<file path="config.mk">
export PLATFORM = sky130hd
export DESIGN_NAME = flash_option_security_config
export DESIGN_NICKNAME = d
export VERILOG_FILES = /design/src/inc/flash_sec_pkg.sv /design/src/rtl/flash_option_security_config.sv
export SDC_FILE = /design/constraint.sdc
export NUM_CORES = 1
export LEC_CHECK = 0
export BUFFER_PORTS_ARGS = -buffer_cell sky130_fd_sc_hd__clkbuf_2
export CAP_MARGIN = 15
export CORE_UTILIZATION = 45
export DETAILED_ROUTE_END_ITERATION = 12
export MAX_ROUTING_LAYER = met4
export PLACE_DENSITY_LB_ADDON = 0.05
export SLEW_MARGIN = 30
export SYNTH_ARGS = -nofsm -noshare
export SYNTH_HDL_FRONTEND = slang
export SYNTH_SLANG_ARGS = --single-unit
export TNS_END_PERCENT = 5
</file>
<file path="constraint.sdc">
create_clock -name clk_sys -period 2.9 [get_ports clk_sys]
set_input_delay 0.29 -clock clk_sys [delete_from_list [all_inputs] [get_ports clk_sys]]
set_output_delay 0.29 -clock clk_sys [all_outputs]
set_load 0.1 [all_outputs]
</file>
<file path="src/inc/flash_sec_pkg.sv">
// constants shared by the flash option and security configuration block
`default_nettype none
package flash_sec_pkg;
  localparam int unsigned CLK_PERIOD_NS = 40;
  localparam int unsigned PULSE_MIN_NS  = 5000;
  localparam int unsigned PULSE_MAX_NS  = 6700;
  // least time rounds up, longest time rounds down
  localparam logic [9:0] PULSE_MIN_CYC =
    10'((PULSE_MIN_NS + CLK_PERIOD_NS - 1) / CLK_PERIOD_NS);
  localparam logic [9:0] PULSE_MAX_CYC = 10'(PULSE_MAX_NS / CLK_PERIOD_NS);

  localparam logic [7:0] OFS_RATIO   = 8'h00;
  localparam logic [7:0] OFS_OPTIONS = 8'h04;
  localparam logic [7:0] OFS_CONFIG  = 8'h08;

  localparam int unsigned RATIO_LOADED_BIT = 7;
  localparam int unsigned PRESCALE_BIT     = 6;
  localparam int unsigned OPT_BACKDOOR_ALLOW_BIT    = 7;
  localparam int unsigned OPT_NORED_BIT    = 6;
  localparam int unsigned CFG_KEY_COMPARE_ACCESS_BIT   = 5;
  localparam int unsigned CFG_RANGE_BIT    = 0;

  localparam logic [5:0]  DIVISOR_RST   = 6'h00;
  localparam logic [1:0]  SEC_UNSECURED = 2'h2;
  localparam logic [1:0]  SEC_RST       = 2'h3;
  localparam logic [2:0]  PRESCALE_LAST = 3'h7;
  localparam int unsigned PRESCALE_SHIFT = 3;
  localparam logic [15:0] KEY_BASE      = 16'hffb0;
  localparam int unsigned KEY_BYTES     = 8;
  localparam logic [3:0]  KEY_FULL      = 4'h8;

  typedef enum logic [1:0] {
    ST_LOAD = 2'h0,
    ST_RUN  = 2'h1
  } mode_type;
endpackage
`default_nettype wire

</file>
<file path="src/rtl/flash_option_security_config.sv">
// flash clock ratio, options shadow, key access and security state
// Operation
// - flash clock period is divisor plus one bus clocks, times eight if prescaled.
// - options shadow is loaded from the nonvolatile copy on every reset.
// - backdoor allow clear means no key comparison can unlock.
// - only firmware writes supply key values; debug writes never do.
// - eight ascending key bytes matching the stored key unlock until reset.
// - redirect-off bit set disables vector redirection, clear enables it.
// - security code 1:0 alone means unsecured; all others secure.
// - while secure, debug access to memory is blocked.
// - key match or full blank check sets security code to 1:0.
// - key-access clear: key location writes start a flash command.
// - key-access set: key location writes are captured for comparison.
// - ratio bits write once after reset; first write sets loaded flag.
// - clearing key-access after eighth write compares and may unlock.
// - no program or erase until the ratio register was written.
`default_nettype none
module flash_option_security_config (
  input  wire logic        clk_sys,
  input  wire logic        rst,
  input  wire logic        psel,
  input  wire logic        penable,
  input  wire logic        pwrite,
  input  wire logic [7:0]  paddr,
  input  wire logic [31:0] pwdata,
  output logic      [31:0] prdata,
  output logic             pready,
  output logic             pslverr,
  input  wire logic [7:0]  nonvolatile_options,
  input  wire logic [63:0] stored_backdoor_key,
  input  wire logic        mem_wr_strobe,
  input  wire logic [15:0] mem_wr_addr,
  input  wire logic [7:0]  mem_wr_data,
  input  wire logic        mem_wr_from_debug,
  input  wire logic        blank_check_pass,
  input  wire logic        dbg_mem_req,
  output logic             dbg_mem_grant,
  output logic             flash_clk_tick,
  output logic             cmd_start,
  output logic             cmd_refused,
  output logic             security_engaged,
  output logic             vector_redirect_off,
  output logic             options_valid
);
  flash_sec_pkg::mode_type state_reg, state_next;
  logic        ratio_loaded_flag_reg, ratio_loaded_flag_next;
  logic        prescale_by_eight_reg, prescale_by_eight_next;
  logic [5:0]  divisor_reg, divisor_next;
  logic        backdoor_allow_reg, backdoor_allow_next;
  logic        redirect_off_reg, redirect_off_next;
  logic [1:0]  security_code_reg, security_code_next;
  logic        key_compare_access_reg, key_compare_access_next;
  logic        in_range_reg, in_range_next;
  logic [3:0]  key_cnt_reg, key_cnt_next;
  logic [7:0]  key_buf_reg [flash_sec_pkg::KEY_BYTES];
  logic [7:0]  key_buf_next [flash_sec_pkg::KEY_BYTES];
  logic [2:0]  pre_cnt_reg, pre_cnt_next;
  logic [5:0]  div_cnt_reg, div_cnt_next;
  logic        tick_reg, tick_next;
  logic        cmd_start_reg, cmd_start_next;
  logic        cmd_refused_reg, cmd_refused_next;
  logic        secure_reg, secure_next;
  logic        grant_reg, grant_next;
  logic        valid_reg, valid_next;
  logic [31:0] prdata_reg, prdata_next;
  logic        pready_reg, pready_next;
  logic        pslverr_reg, pslverr_next;
  logic        apb_access, wr_commit, cfg_commit, ratio_commit, running;
  logic        key_hit, key_accept, in_order, stage_tick;
  logic [2:0]  key_ofs;
  logic [9:0]  div_plus_one, period_cyc;
  logic [flash_sec_pkg::KEY_BYTES-1:0] byte_match;
  logic [7:0]  options_view, config_view, ratio_view;

  assign running      = (state_reg == flash_sec_pkg::ST_RUN);
  // two-cycle access phase so read data leaves a flop
  assign apb_access   = psel & penable & ~pready_reg;
  assign wr_commit    = psel & penable & pready_reg & pwrite;
  assign ratio_commit = wr_commit & (paddr == flash_sec_pkg::OFS_RATIO);
  assign cfg_commit   = wr_commit & (paddr == flash_sec_pkg::OFS_CONFIG);
  assign key_hit      = mem_wr_strobe & running &
                        (mem_wr_addr[15:3] == flash_sec_pkg::KEY_BASE[15:3]);
  assign key_ofs      = mem_wr_addr[2:0];
  assign key_accept   = key_hit & key_compare_access_reg & backdoor_allow_reg
                        & ~mem_wr_from_debug;
  assign in_order     = (key_cnt_reg < flash_sec_pkg::KEY_FULL) &
                        (key_ofs == key_cnt_reg[2:0]);

  assign ratio_view   = {ratio_loaded_flag_reg, prescale_by_eight_reg, divisor_reg};
  assign options_view = {backdoor_allow_reg, redirect_off_reg, 4'h0,
                         security_code_reg};
  assign config_view  = {2'h0, key_compare_access_reg, 4'h0, in_range_reg};

  genvar gi;
  generate
    for (gi = 0; gi < flash_sec_pkg::KEY_BYTES; gi++) begin : g_cmp
      assign byte_match[gi] = (key_buf_reg[gi] == stored_backdoor_key[gi*8 +: 8]);
    end
  endgenerate

  assign div_plus_one = {4'h0, divisor_reg} + 10'h001;
  assign period_cyc   = prescale_by_eight_reg ?
                        (div_plus_one << flash_sec_pkg::PRESCALE_SHIFT) : div_plus_one;
  assign stage_tick   = ~prescale_by_eight_reg |
                        (pre_cnt_reg == flash_sec_pkg::PRESCALE_LAST);

  always_comb begin
    state_next              = state_reg;
    ratio_loaded_flag_next  = ratio_loaded_flag_reg;
    prescale_by_eight_next  = prescale_by_eight_reg;
    divisor_next            = divisor_reg;
    backdoor_allow_next     = backdoor_allow_reg;
    redirect_off_next       = redirect_off_reg;
    security_code_next      = security_code_reg;
    key_compare_access_next = key_compare_access_reg;
    key_cnt_next            = key_cnt_reg;
    key_buf_next            = key_buf_reg;
    cmd_start_next          = 1'b0;
    cmd_refused_next        = 1'b0;
    case (state_reg)
      flash_sec_pkg::ST_LOAD: begin
        // nonvolatile copy taken on the first edge after reset release
        backdoor_allow_next = nonvolatile_options[flash_sec_pkg::OPT_BACKDOOR_ALLOW_BIT];
        redirect_off_next   = nonvolatile_options[flash_sec_pkg::OPT_NORED_BIT];
        security_code_next  = nonvolatile_options[1:0];
        state_next          = flash_sec_pkg::ST_RUN;
      end
      flash_sec_pkg::ST_RUN: begin
        if (ratio_commit && !ratio_loaded_flag_reg) begin
          ratio_loaded_flag_next = 1'b1;
          prescale_by_eight_next = pwdata[flash_sec_pkg::PRESCALE_BIT];
          divisor_next           = pwdata[5:0];
        end
        if (key_accept) begin
          if (in_order) begin
            key_buf_next[key_ofs] = mem_wr_data;
            key_cnt_next          = key_cnt_reg + 4'h1;
          end else begin
            key_cnt_next = 4'h0;
          end
        end
        if (key_hit && !key_compare_access_reg) begin
          cmd_start_next   = ratio_loaded_flag_reg;
          cmd_refused_next = ~ratio_loaded_flag_reg;
        end
        if (cfg_commit) begin
          key_compare_access_next = pwdata[flash_sec_pkg::CFG_KEY_COMPARE_ACCESS_BIT];
          if (key_compare_access_reg != pwdata[flash_sec_pkg::CFG_KEY_COMPARE_ACCESS_BIT]) begin
            key_cnt_next = 4'h0;
          end
          if (key_compare_access_reg && !pwdata[flash_sec_pkg::CFG_KEY_COMPARE_ACCESS_BIT] &&
              backdoor_allow_reg && (key_cnt_reg == flash_sec_pkg::KEY_FULL) &&
              (&byte_match)) begin
            security_code_next = flash_sec_pkg::SEC_UNSECURED;
          end
        end
        if (blank_check_pass) begin
          security_code_next = flash_sec_pkg::SEC_UNSECURED;
        end
      end
      default: state_next = flash_sec_pkg::ST_LOAD;
    endcase
  end

  always_comb begin
    pre_cnt_next = pre_cnt_reg;
    div_cnt_next = div_cnt_reg;
    tick_next    = 1'b0;
    // divider stays idle until software sets the ratio
    if (ratio_loaded_flag_reg) begin
      pre_cnt_next = prescale_by_eight_reg ? pre_cnt_reg + 3'h1 : 3'h0;
      if (stage_tick) begin
        tick_next    = (div_cnt_reg == divisor_reg);
        div_cnt_next = tick_next ? 6'h00 : div_cnt_reg + 6'h01;
      end
    end
  end

  always_comb begin
    // software sees whether its ratio gives a legal pulse width
    in_range_next = (period_cyc >= flash_sec_pkg::PULSE_MIN_CYC) &&
                    (period_cyc <= flash_sec_pkg::PULSE_MAX_CYC);
    secure_next   = (security_code_next != flash_sec_pkg::SEC_UNSECURED);
    grant_next    = dbg_mem_req & ~secure_reg & running;
    valid_next    = (state_next == flash_sec_pkg::ST_RUN);
    pready_next   = apb_access;
    prdata_next   = 32'h0000_0000;
    pslverr_next  = 1'b0;
    if (apb_access && !pwrite) begin
      case (paddr)
        flash_sec_pkg::OFS_RATIO:   prdata_next = {24'h000000, ratio_view};
        flash_sec_pkg::OFS_OPTIONS: prdata_next = {24'h000000, options_view};
        flash_sec_pkg::OFS_CONFIG:  prdata_next = {24'h000000, config_view};
        default:                    pslverr_next = 1'b1;
      endcase
    end else if (apb_access) begin
      // options write is accepted without error but changes nothing
      pslverr_next = (paddr != flash_sec_pkg::OFS_RATIO) &&
                     (paddr != flash_sec_pkg::OFS_OPTIONS) &&
                     (paddr != flash_sec_pkg::OFS_CONFIG);
    end
  end

  always_ff @(posedge clk_sys or posedge rst) begin
    if (rst) begin
      state_reg              <= flash_sec_pkg::ST_LOAD;
      ratio_loaded_flag_reg  <= 1'b0;
      prescale_by_eight_reg  <= 1'b0;
      divisor_reg            <= flash_sec_pkg::DIVISOR_RST;
      backdoor_allow_reg     <= 1'b0;
      redirect_off_reg       <= 1'b0;
      security_code_reg      <= flash_sec_pkg::SEC_RST;
      key_compare_access_reg <= 1'b0;
      key_cnt_reg            <= 4'h0;
      for (int i = 0; i < flash_sec_pkg::KEY_BYTES; i++) begin
        key_buf_reg[i] <= 8'h00;
      end
      pre_cnt_reg      <= 3'h0;
      div_cnt_reg      <= 6'h00;
      tick_reg         <= 1'b0;
      cmd_start_reg    <= 1'b0;
      cmd_refused_reg  <= 1'b0;
      in_range_reg     <= 1'b0;
      secure_reg       <= 1'b1;
      grant_reg        <= 1'b0;
      valid_reg        <= 1'b0;
      prdata_reg       <= 32'h0000_0000;
      pready_reg       <= 1'b0;
      pslverr_reg      <= 1'b0;
    end else begin
      state_reg              <= state_next;
      ratio_loaded_flag_reg  <= ratio_loaded_flag_next;
      prescale_by_eight_reg  <= prescale_by_eight_next;
      divisor_reg            <= divisor_next;
      backdoor_allow_reg     <= backdoor_allow_next;
      redirect_off_reg       <= redirect_off_next;
      security_code_reg      <= security_code_next;
      key_compare_access_reg <= key_compare_access_next;
      key_cnt_reg            <= key_cnt_next;
      key_buf_reg            <= key_buf_next;
      pre_cnt_reg      <= pre_cnt_next;
      div_cnt_reg      <= div_cnt_next;
      tick_reg         <= tick_next;
      cmd_start_reg    <= cmd_start_next;
      cmd_refused_reg  <= cmd_refused_next;
      in_range_reg     <= in_range_next;
      secure_reg       <= secure_next;
      grant_reg        <= grant_next;
      valid_reg        <= valid_next;
      prdata_reg       <= prdata_next;
      pready_reg       <= pready_next;
      pslverr_reg      <= pslverr_next;
    end
  end

  assign prdata              = prdata_reg;
  assign pready              = pready_reg;
  assign pslverr             = pslverr_reg;
  assign dbg_mem_grant       = grant_reg;
  assign flash_clk_tick      = tick_reg;
  assign cmd_start           = cmd_start_reg;
  assign cmd_refused         = cmd_refused_reg;
  assign security_engaged    = secure_reg;
  assign vector_redirect_off = redirect_off_reg;
  assign options_valid       = valid_reg;

  // helper: cycles since the previous flash clock tick
  logic [9:0] gap_reg;
  logic       seen_reg;
  always_ff @(posedge clk_sys or posedge rst) begin
    if (rst) begin
      gap_reg  <= 10'h000;
      seen_reg <= 1'b0;
    end else begin
      gap_reg  <= tick_reg ? 10'h001 : gap_reg + 10'h001;
      seen_reg <= seen_reg | tick_reg;
    end
  end
endmodule
`default_nettype wire

</file>
Yosys cells after proc, flatten, opt, wreduce, memory -nomap -nowiden
Cells that the tools add are included.
{"block": "totals", "reg_bits": 133, "input_bits": 145, "out_inout_bits": 41, "elab_cells": 130}
{"block": "classes", "add_sub_neg": 4, "order_cmp": 5, "eq_ne": 21, "mux": 26, "bitwise_logic": 21, "n_reduce_logical": 24}
{"operator": "$bwmux W64", "count": 1}
{"operator": "$eq A8 B8 Y1", "count": 8}
{"operator": "$demux W8 S3", "count": 1}
{"operator": "$pmux W8 S3", "count": 1}
{"operator": "$mux W4", "count": 4}
{"operator": "$mux W8", "count": 2}
{"operator": "$and A1 B1 Y1", "count": 14}
{"operator": "$eq A13 B13 Y1 const B", "count": 1}
{"operator": "$logic_and A1 B1 Y1", "count": 11}
{"operator": "$ge A10 B7 Y1 const B", "count": 1}
{"operator": "$le A10 B8 Y1 const B", "count": 1}
{"operator": "$mux W10", "count": 1}
{"operator": "$mux W1", "count": 9}
{"operator": "$eq A8 B3 Y1 const B", "count": 1}
{"operator": "$eq A8 B4 Y1 const B", "count": 1}
{"operator": "$logic_not A8 Y1", "count": 1}
{"operator": "$ne A8 B3 Y1 const B", "count": 1}
{"operator": "$ne A8 B4 Y1 const B", "count": 1}
{"operator": "$pmux W2 S2", "count": 2}
{"operator": "$reduce_and A8 Y1", "count": 1}
{"operator": "$reduce_bool A8 Y1", "count": 1}
{"operator": "$add A6 B1 Y7 const B", "count": 1}
{"operator": "$add A6 B1 Y6 const B", "count": 1}
{"operator": "$eq A6 B6 Y1", "count": 1}
{"operator": "other kinds (22)", "count": 34}

Logic depth before layout (Yosys ltp)
{"block": "depth", "ltp_word": 10, "ltp_mapped": 7, "ltp_nobuf": 7}

Worst setup path after synthesis
Ideal clock, no wire load.
{"block": "synth_timing", "path_kind": "reg2reg", "from": "reg pready_reg (netlist: pready)", "to": "reg secure_reg (netlist: security_engaged)", "setup_ns": 0.088, "arrival_time_ns": 2.358, "required_time_ns": 2.812, "setup_slack_ns": 0.454, "path_stages_with_launch": 6, "path_buffers": 0, "synth_period_minus_slack_ns": 2.446, "cell_sequence": "dfrtp_1 > nand4b_1 > or4_4 > or4_4 > nor4_1 > a21oi_1"}
{"block": "synth_via", "elab_chain_len": 7}
{"element": "start, declared", "line": "flash_option_security_config.sv:66", "text": "logic pready_reg, pready_next;"}
{"element": "start signal, assigned", "line": "flash_option_security_config.sv:251", "text": "pready_reg <= pready_next;"}
{"element": "$and A1 B1 Y1 (2 in a row)", "line": "flash_option_security_config.sv:78", "text": "assign wr_commit = psel & penable & pready_reg & pwrite;"}
{"element": "$and A1 B1 Y1", "line": "flash_option_security_config.sv:80", "text": "assign cfg_commit = wr_commit & (paddr == flash_sec_pkg::OFS_CONFIG);"}
{"element": "$mux W2", "line": "flash_option_security_config.sv:146", "text": "if (cfg_commit) begin"}
{"element": "$mux W2", "line": "flash_option_security_config.sv:157", "text": "if (blank_check_pass) begin"}
{"element": "$pmux W2 S2", "line": "flash_option_security_config.sv:120", "text": "case (state_reg)"}
{"element": "$ne A2 B2 Y1", "line": "flash_option_security_config.sv:183", "text": "secure_next = (security_code_next != flash_sec_pkg::SEC_UNSECURED);"}
{"element": "net secure_next", "line": "flash_option_security_config.sv:62", "text": "logic secure_reg, secure_next;"}
{"element": "end signal, assigned", "line": "flash_option_security_config.sv:247", "text": "secure_reg <= secure_next;"}
{"element": "end, declared", "line": "flash_option_security_config.sv:62"}
The timed path passes the listed nets, and every way through them passes these cells.
A chain may end at the register's enable or synchronous reset.

Final worst setup path
{"block": "layout_timing", "from": "reg key_cnt_reg[2]", "to": "reg key_buf_reg[61] (netlist bit)"}
{"block": "layout_via", "elab_chain_len": 3, "elab_cells_between_ends": 4, "classes_between": "order compare: 1; eq/ne: 1; bitwise: 1; reduce/logical: 1"}
{"element": "start, declared", "line": "flash_option_security_config.sv:54", "text": "logic [3:0] key_cnt_reg, key_cnt_next;"}
{"element": "start signal, assigned", "line": "flash_option_security_config.sv:239", "text": "key_cnt_reg <= key_cnt_next;"}
{"element": "$lt A4 B4 Y1 / $eq A3 B3 Y1 (equally long branches)", "line": "flash_option_security_config.sv:86, flash_option_security_config.sv:87"}
{"element": "$and A1 B1 Y1 *", "line": "flash_option_security_config.sv:86", "text": "assign in_order = (key_cnt_reg < flash_sec_pkg::KEY_FULL) &"}
{"element": "$reduce_and A3 Y1 (no source line) *"}
{"element": "end signal, assigned", "line": "flash_option_security_config.sv:240", "text": "key_buf_reg <= key_buf_next;"}
{"element": "end, declared", "line": "flash_option_security_config.sv:55", "text": "logic [7:0] key_buf_reg [flash_sec_pkg::KEY_BYTES];"}
Mark *: on every way between the ends. The rest lies on a longest branch, timed or not.

==> reports/results.ini <==
[outcome]
outcome=complete, no violations

[timing]
slew_headroom_pct=46.69
fmax_mhz=391.6
min_period_ns=2.554
fin_hold_ws_ns=0.06863
maxSlewViolCount=0
setup_violations=0
period_share_pct=88.06
skew_ns=0.008514
rsz0062_at_grt=no
hold_viol=0
tightestPinTransition_ns=0.7794
setup_tns_ns=0

[clock_tree]
cts_setup_buffers=0
clk_latency_ns=0.35
cts_hold_buf=0
cts_root_buf=clkbuf_16
clock-sinks=109
clk_path_buf_depth=2
htree_levels=3
cts_buffers=9
post_cts_resized=0
tritoncts=yes
cts.clk_slew.worst_paths_ns=0.07

[critical_path]
startpoint_type=register
crit_fanout=8
r2r_end=key_buf_reg[61]
rrSetupSlack_ns=0.35
crit_required_ns=3.13
critPathCaptureType=register
critPathBufInv=0
r2r-start=key_cnt_reg[2]
reg2reg_depth=5
crit_type=register to register
crit_slowest_cell=or4_1
crit_family=simple AND/OR/NAND/NOR gates
arrival_ns=2.79
critPathMaxStageDelay_ns=0.71
path_cells=xor2_1 > nor4_1 > nand3_1 > or4_1 > mux2_1

[floorplan]
start_util_pct=46.61
rows=40
die_area_um2=13000
core_um2=12110
io_pins=186
die_w_um=114.0
die_height_um=114.0

[grt]
overflow=0
grt_max_degree=75
grt_pass1_vias=4114
antenna_found_initial=0
grt_pass1_wl_um=20780
grt_use_total_pct=21.94

[placement]
placed_cells_incl_taps=795
gp_congestion=0.8464
portBuffers=132
dpl.hpwl_um=9817

[logic_synthesis]
postSynthRegisterBits=109
avgSynthCellArea_um2=11.47
synth_seq_area_share_pct=48.38
synth_edf_count=0
syn_area_um2=5645
ys.warnings.count=0
synth_cells=492
async_flop_share_pct=100.0
yosysUniqueCellTypes=51
synthFlopType=dfrtp_1

[hold_path]
hp-class=input port to asynchronous set/reset pin

[finish]
final_cell_mix=clkbuf_2, dfrtp_1, mux2_2
largest_reg_flops=64
fin_cells=810
area_growth_pct=19.41
final_nets=790
mostFrequentLayoutCell=clkbuf_2
diodes=0
layout-drive-gt1-share_pct=37.54

[pwr]
p_leak_nw=3.507
finalPower_w=0.003081
powerDensity_nw_per_um2=457.1
vdd_drop_max_v=0.0003180

[detailed_routing]
vias=4083
drt_iter0_markers=155
drt-pass1-iter-count=4
wl_um=12900
antenna_left=0
drc_errors=0
wl_per_cell_um=15.92
vias_per_cell=5.041

[flow_run]
maxCapViolCount=0

==> logic make-up after synthesis <==
| group | after synthesis | share of synthesized area, % |
|---|---|---|
| xor+xnor | 58 | 8.998 |
| simple gates | 142 | 14.80 |
| flops | 109 | 48.38 |
| compound gates | 38 | 5.009 |
| fa+ha+maj | 7 | 1.551 |
| mux | 80 | 15.80 |
| other cells | 1 | 0.06643 |
| buf+inv | 57 | 5.386 |
==> worst max-delay path by stage <==
| stage | start | endpoint | cells past startpoint |
|---|---|---|---|
| floorplan | pready | security_engaged | 5 |
| global placement | key_cnt_reg[2] | key_buf_reg[61] | 5 |
| detailed placement | key_cnt_reg[2] | key_buf_reg[61] | 5 |
| CTS | key_cnt_reg[2] | key_buf_reg[61] | 5 |
| global route | key_cnt_reg[2] | key_buf_reg[61] | 5 |
| finish | key_cnt_reg[2] | key_buf_reg[61] | 5 |
==> cells in the mapped netlist, types with 3 or more instances <==
| master | n | area share, % |
|---|---|---|
| o21ai_0 | 5 | 0.44 |
| dfrtp_1 | 106 | 47 |
| or4_4 | 3 | 0.60 |
| nor4_1 | 14 | 1.6 |
| o22ai_1 | 3 | 0.33 |
| or4_1 | 3 | 0.40 |
| xnor2_1 | 13 | 2.0 |
| ha_1 | 7 | 1.6 |
| nor2b_1 | 27 | 3.0 |
| nand3_1 | 11 | 0.98 |
| nand2b_1 | 8 | 0.89 |
| clkbuf_1 | 7 | 0.47 |
| a21oi_1 | 7 | 0.62 |
| mux2i_1 | 7 | 1.2 |
| or2_2 | 3 | 0.33 |
| inv_1 | 26 | 1.7 |
| and2_1 | 3 | 0.33 |
| or3_1 | 5 | 0.55 |
| a2111oi_0 | 6 | 0.93 |
| nand4_1 | 11 | 1.2 |
| buf_4 | 24 | 3.2 |
| nor2_1 | 24 | 1.6 |
| o41ai_1 | 3 | 0.47 |
| dfstp_2 | 3 | 1.4 |
| mux2_2 | 72 | 14 |
| xor2_1 | 45 | 7.0 |
| nand2_1 | 15 | 1.0 |
==> metal layers <==
| layer | vias up | routed length, um | global-route usage, % | part of all wire (%) |
|---|---|---|---|---|
| li1 | 1968 | - | - | - |
| met1 | 2002 | 5558 | 26.07 | 43 |
| met2 | 99 | 6604 | 37.58 | 51 |
| met3 | 14 | 554 | 4.357 | 4.3 |
| met4 | 0 | 180 | 6.753 | 1.4 |
| met5 | - | 0 | - | 0 |
==> worst reg2reg max path, stage by stage, from the launching register on <==
cell	delay [ns]
dfrtp_1	0.43
xor2_1	0.17
nor4_1	0.44
nand3_1	0.28
or4_1	0.71
mux2_1	0.41
==> per-stage QoR <==
| step | instance area, um^2 | util [%] | setup slack, ns |
|---|---|---|---|
| after detailed placement | 6479 | 53.49 | 0.3584 |
| after floorplan | 5739 | - | 0.4537 |
| final | 6741 | 55.66 | 0.3462 |
| after CTS | 6738 | 55.63 | 0.3322 |
| after global placement | 6479 | 53.49 | 0.4129 |
| after global routing | 6741 | 55.66 | 0.2523 |
==> power breakdown <==
part | switching [W] | internal (W)
logic | 0.000307 | 0.000109
clock network | 0.000538 | 0.000577
registers | 0.0000123 | 0.00154
==> area by class of cell <==
type	instances	area [um^2]
Clock buffer	11	232.7
Clock inverter	4	26.28
Fill cell	1113	5370
Inverter	26	101.3
Multi-Input combinational cell	350	2700
Sequential cell	109	2731
Tap cell	168	210.2
Timing Repair Buffer	142	739.5
Power figures use the tool's default switching activity.
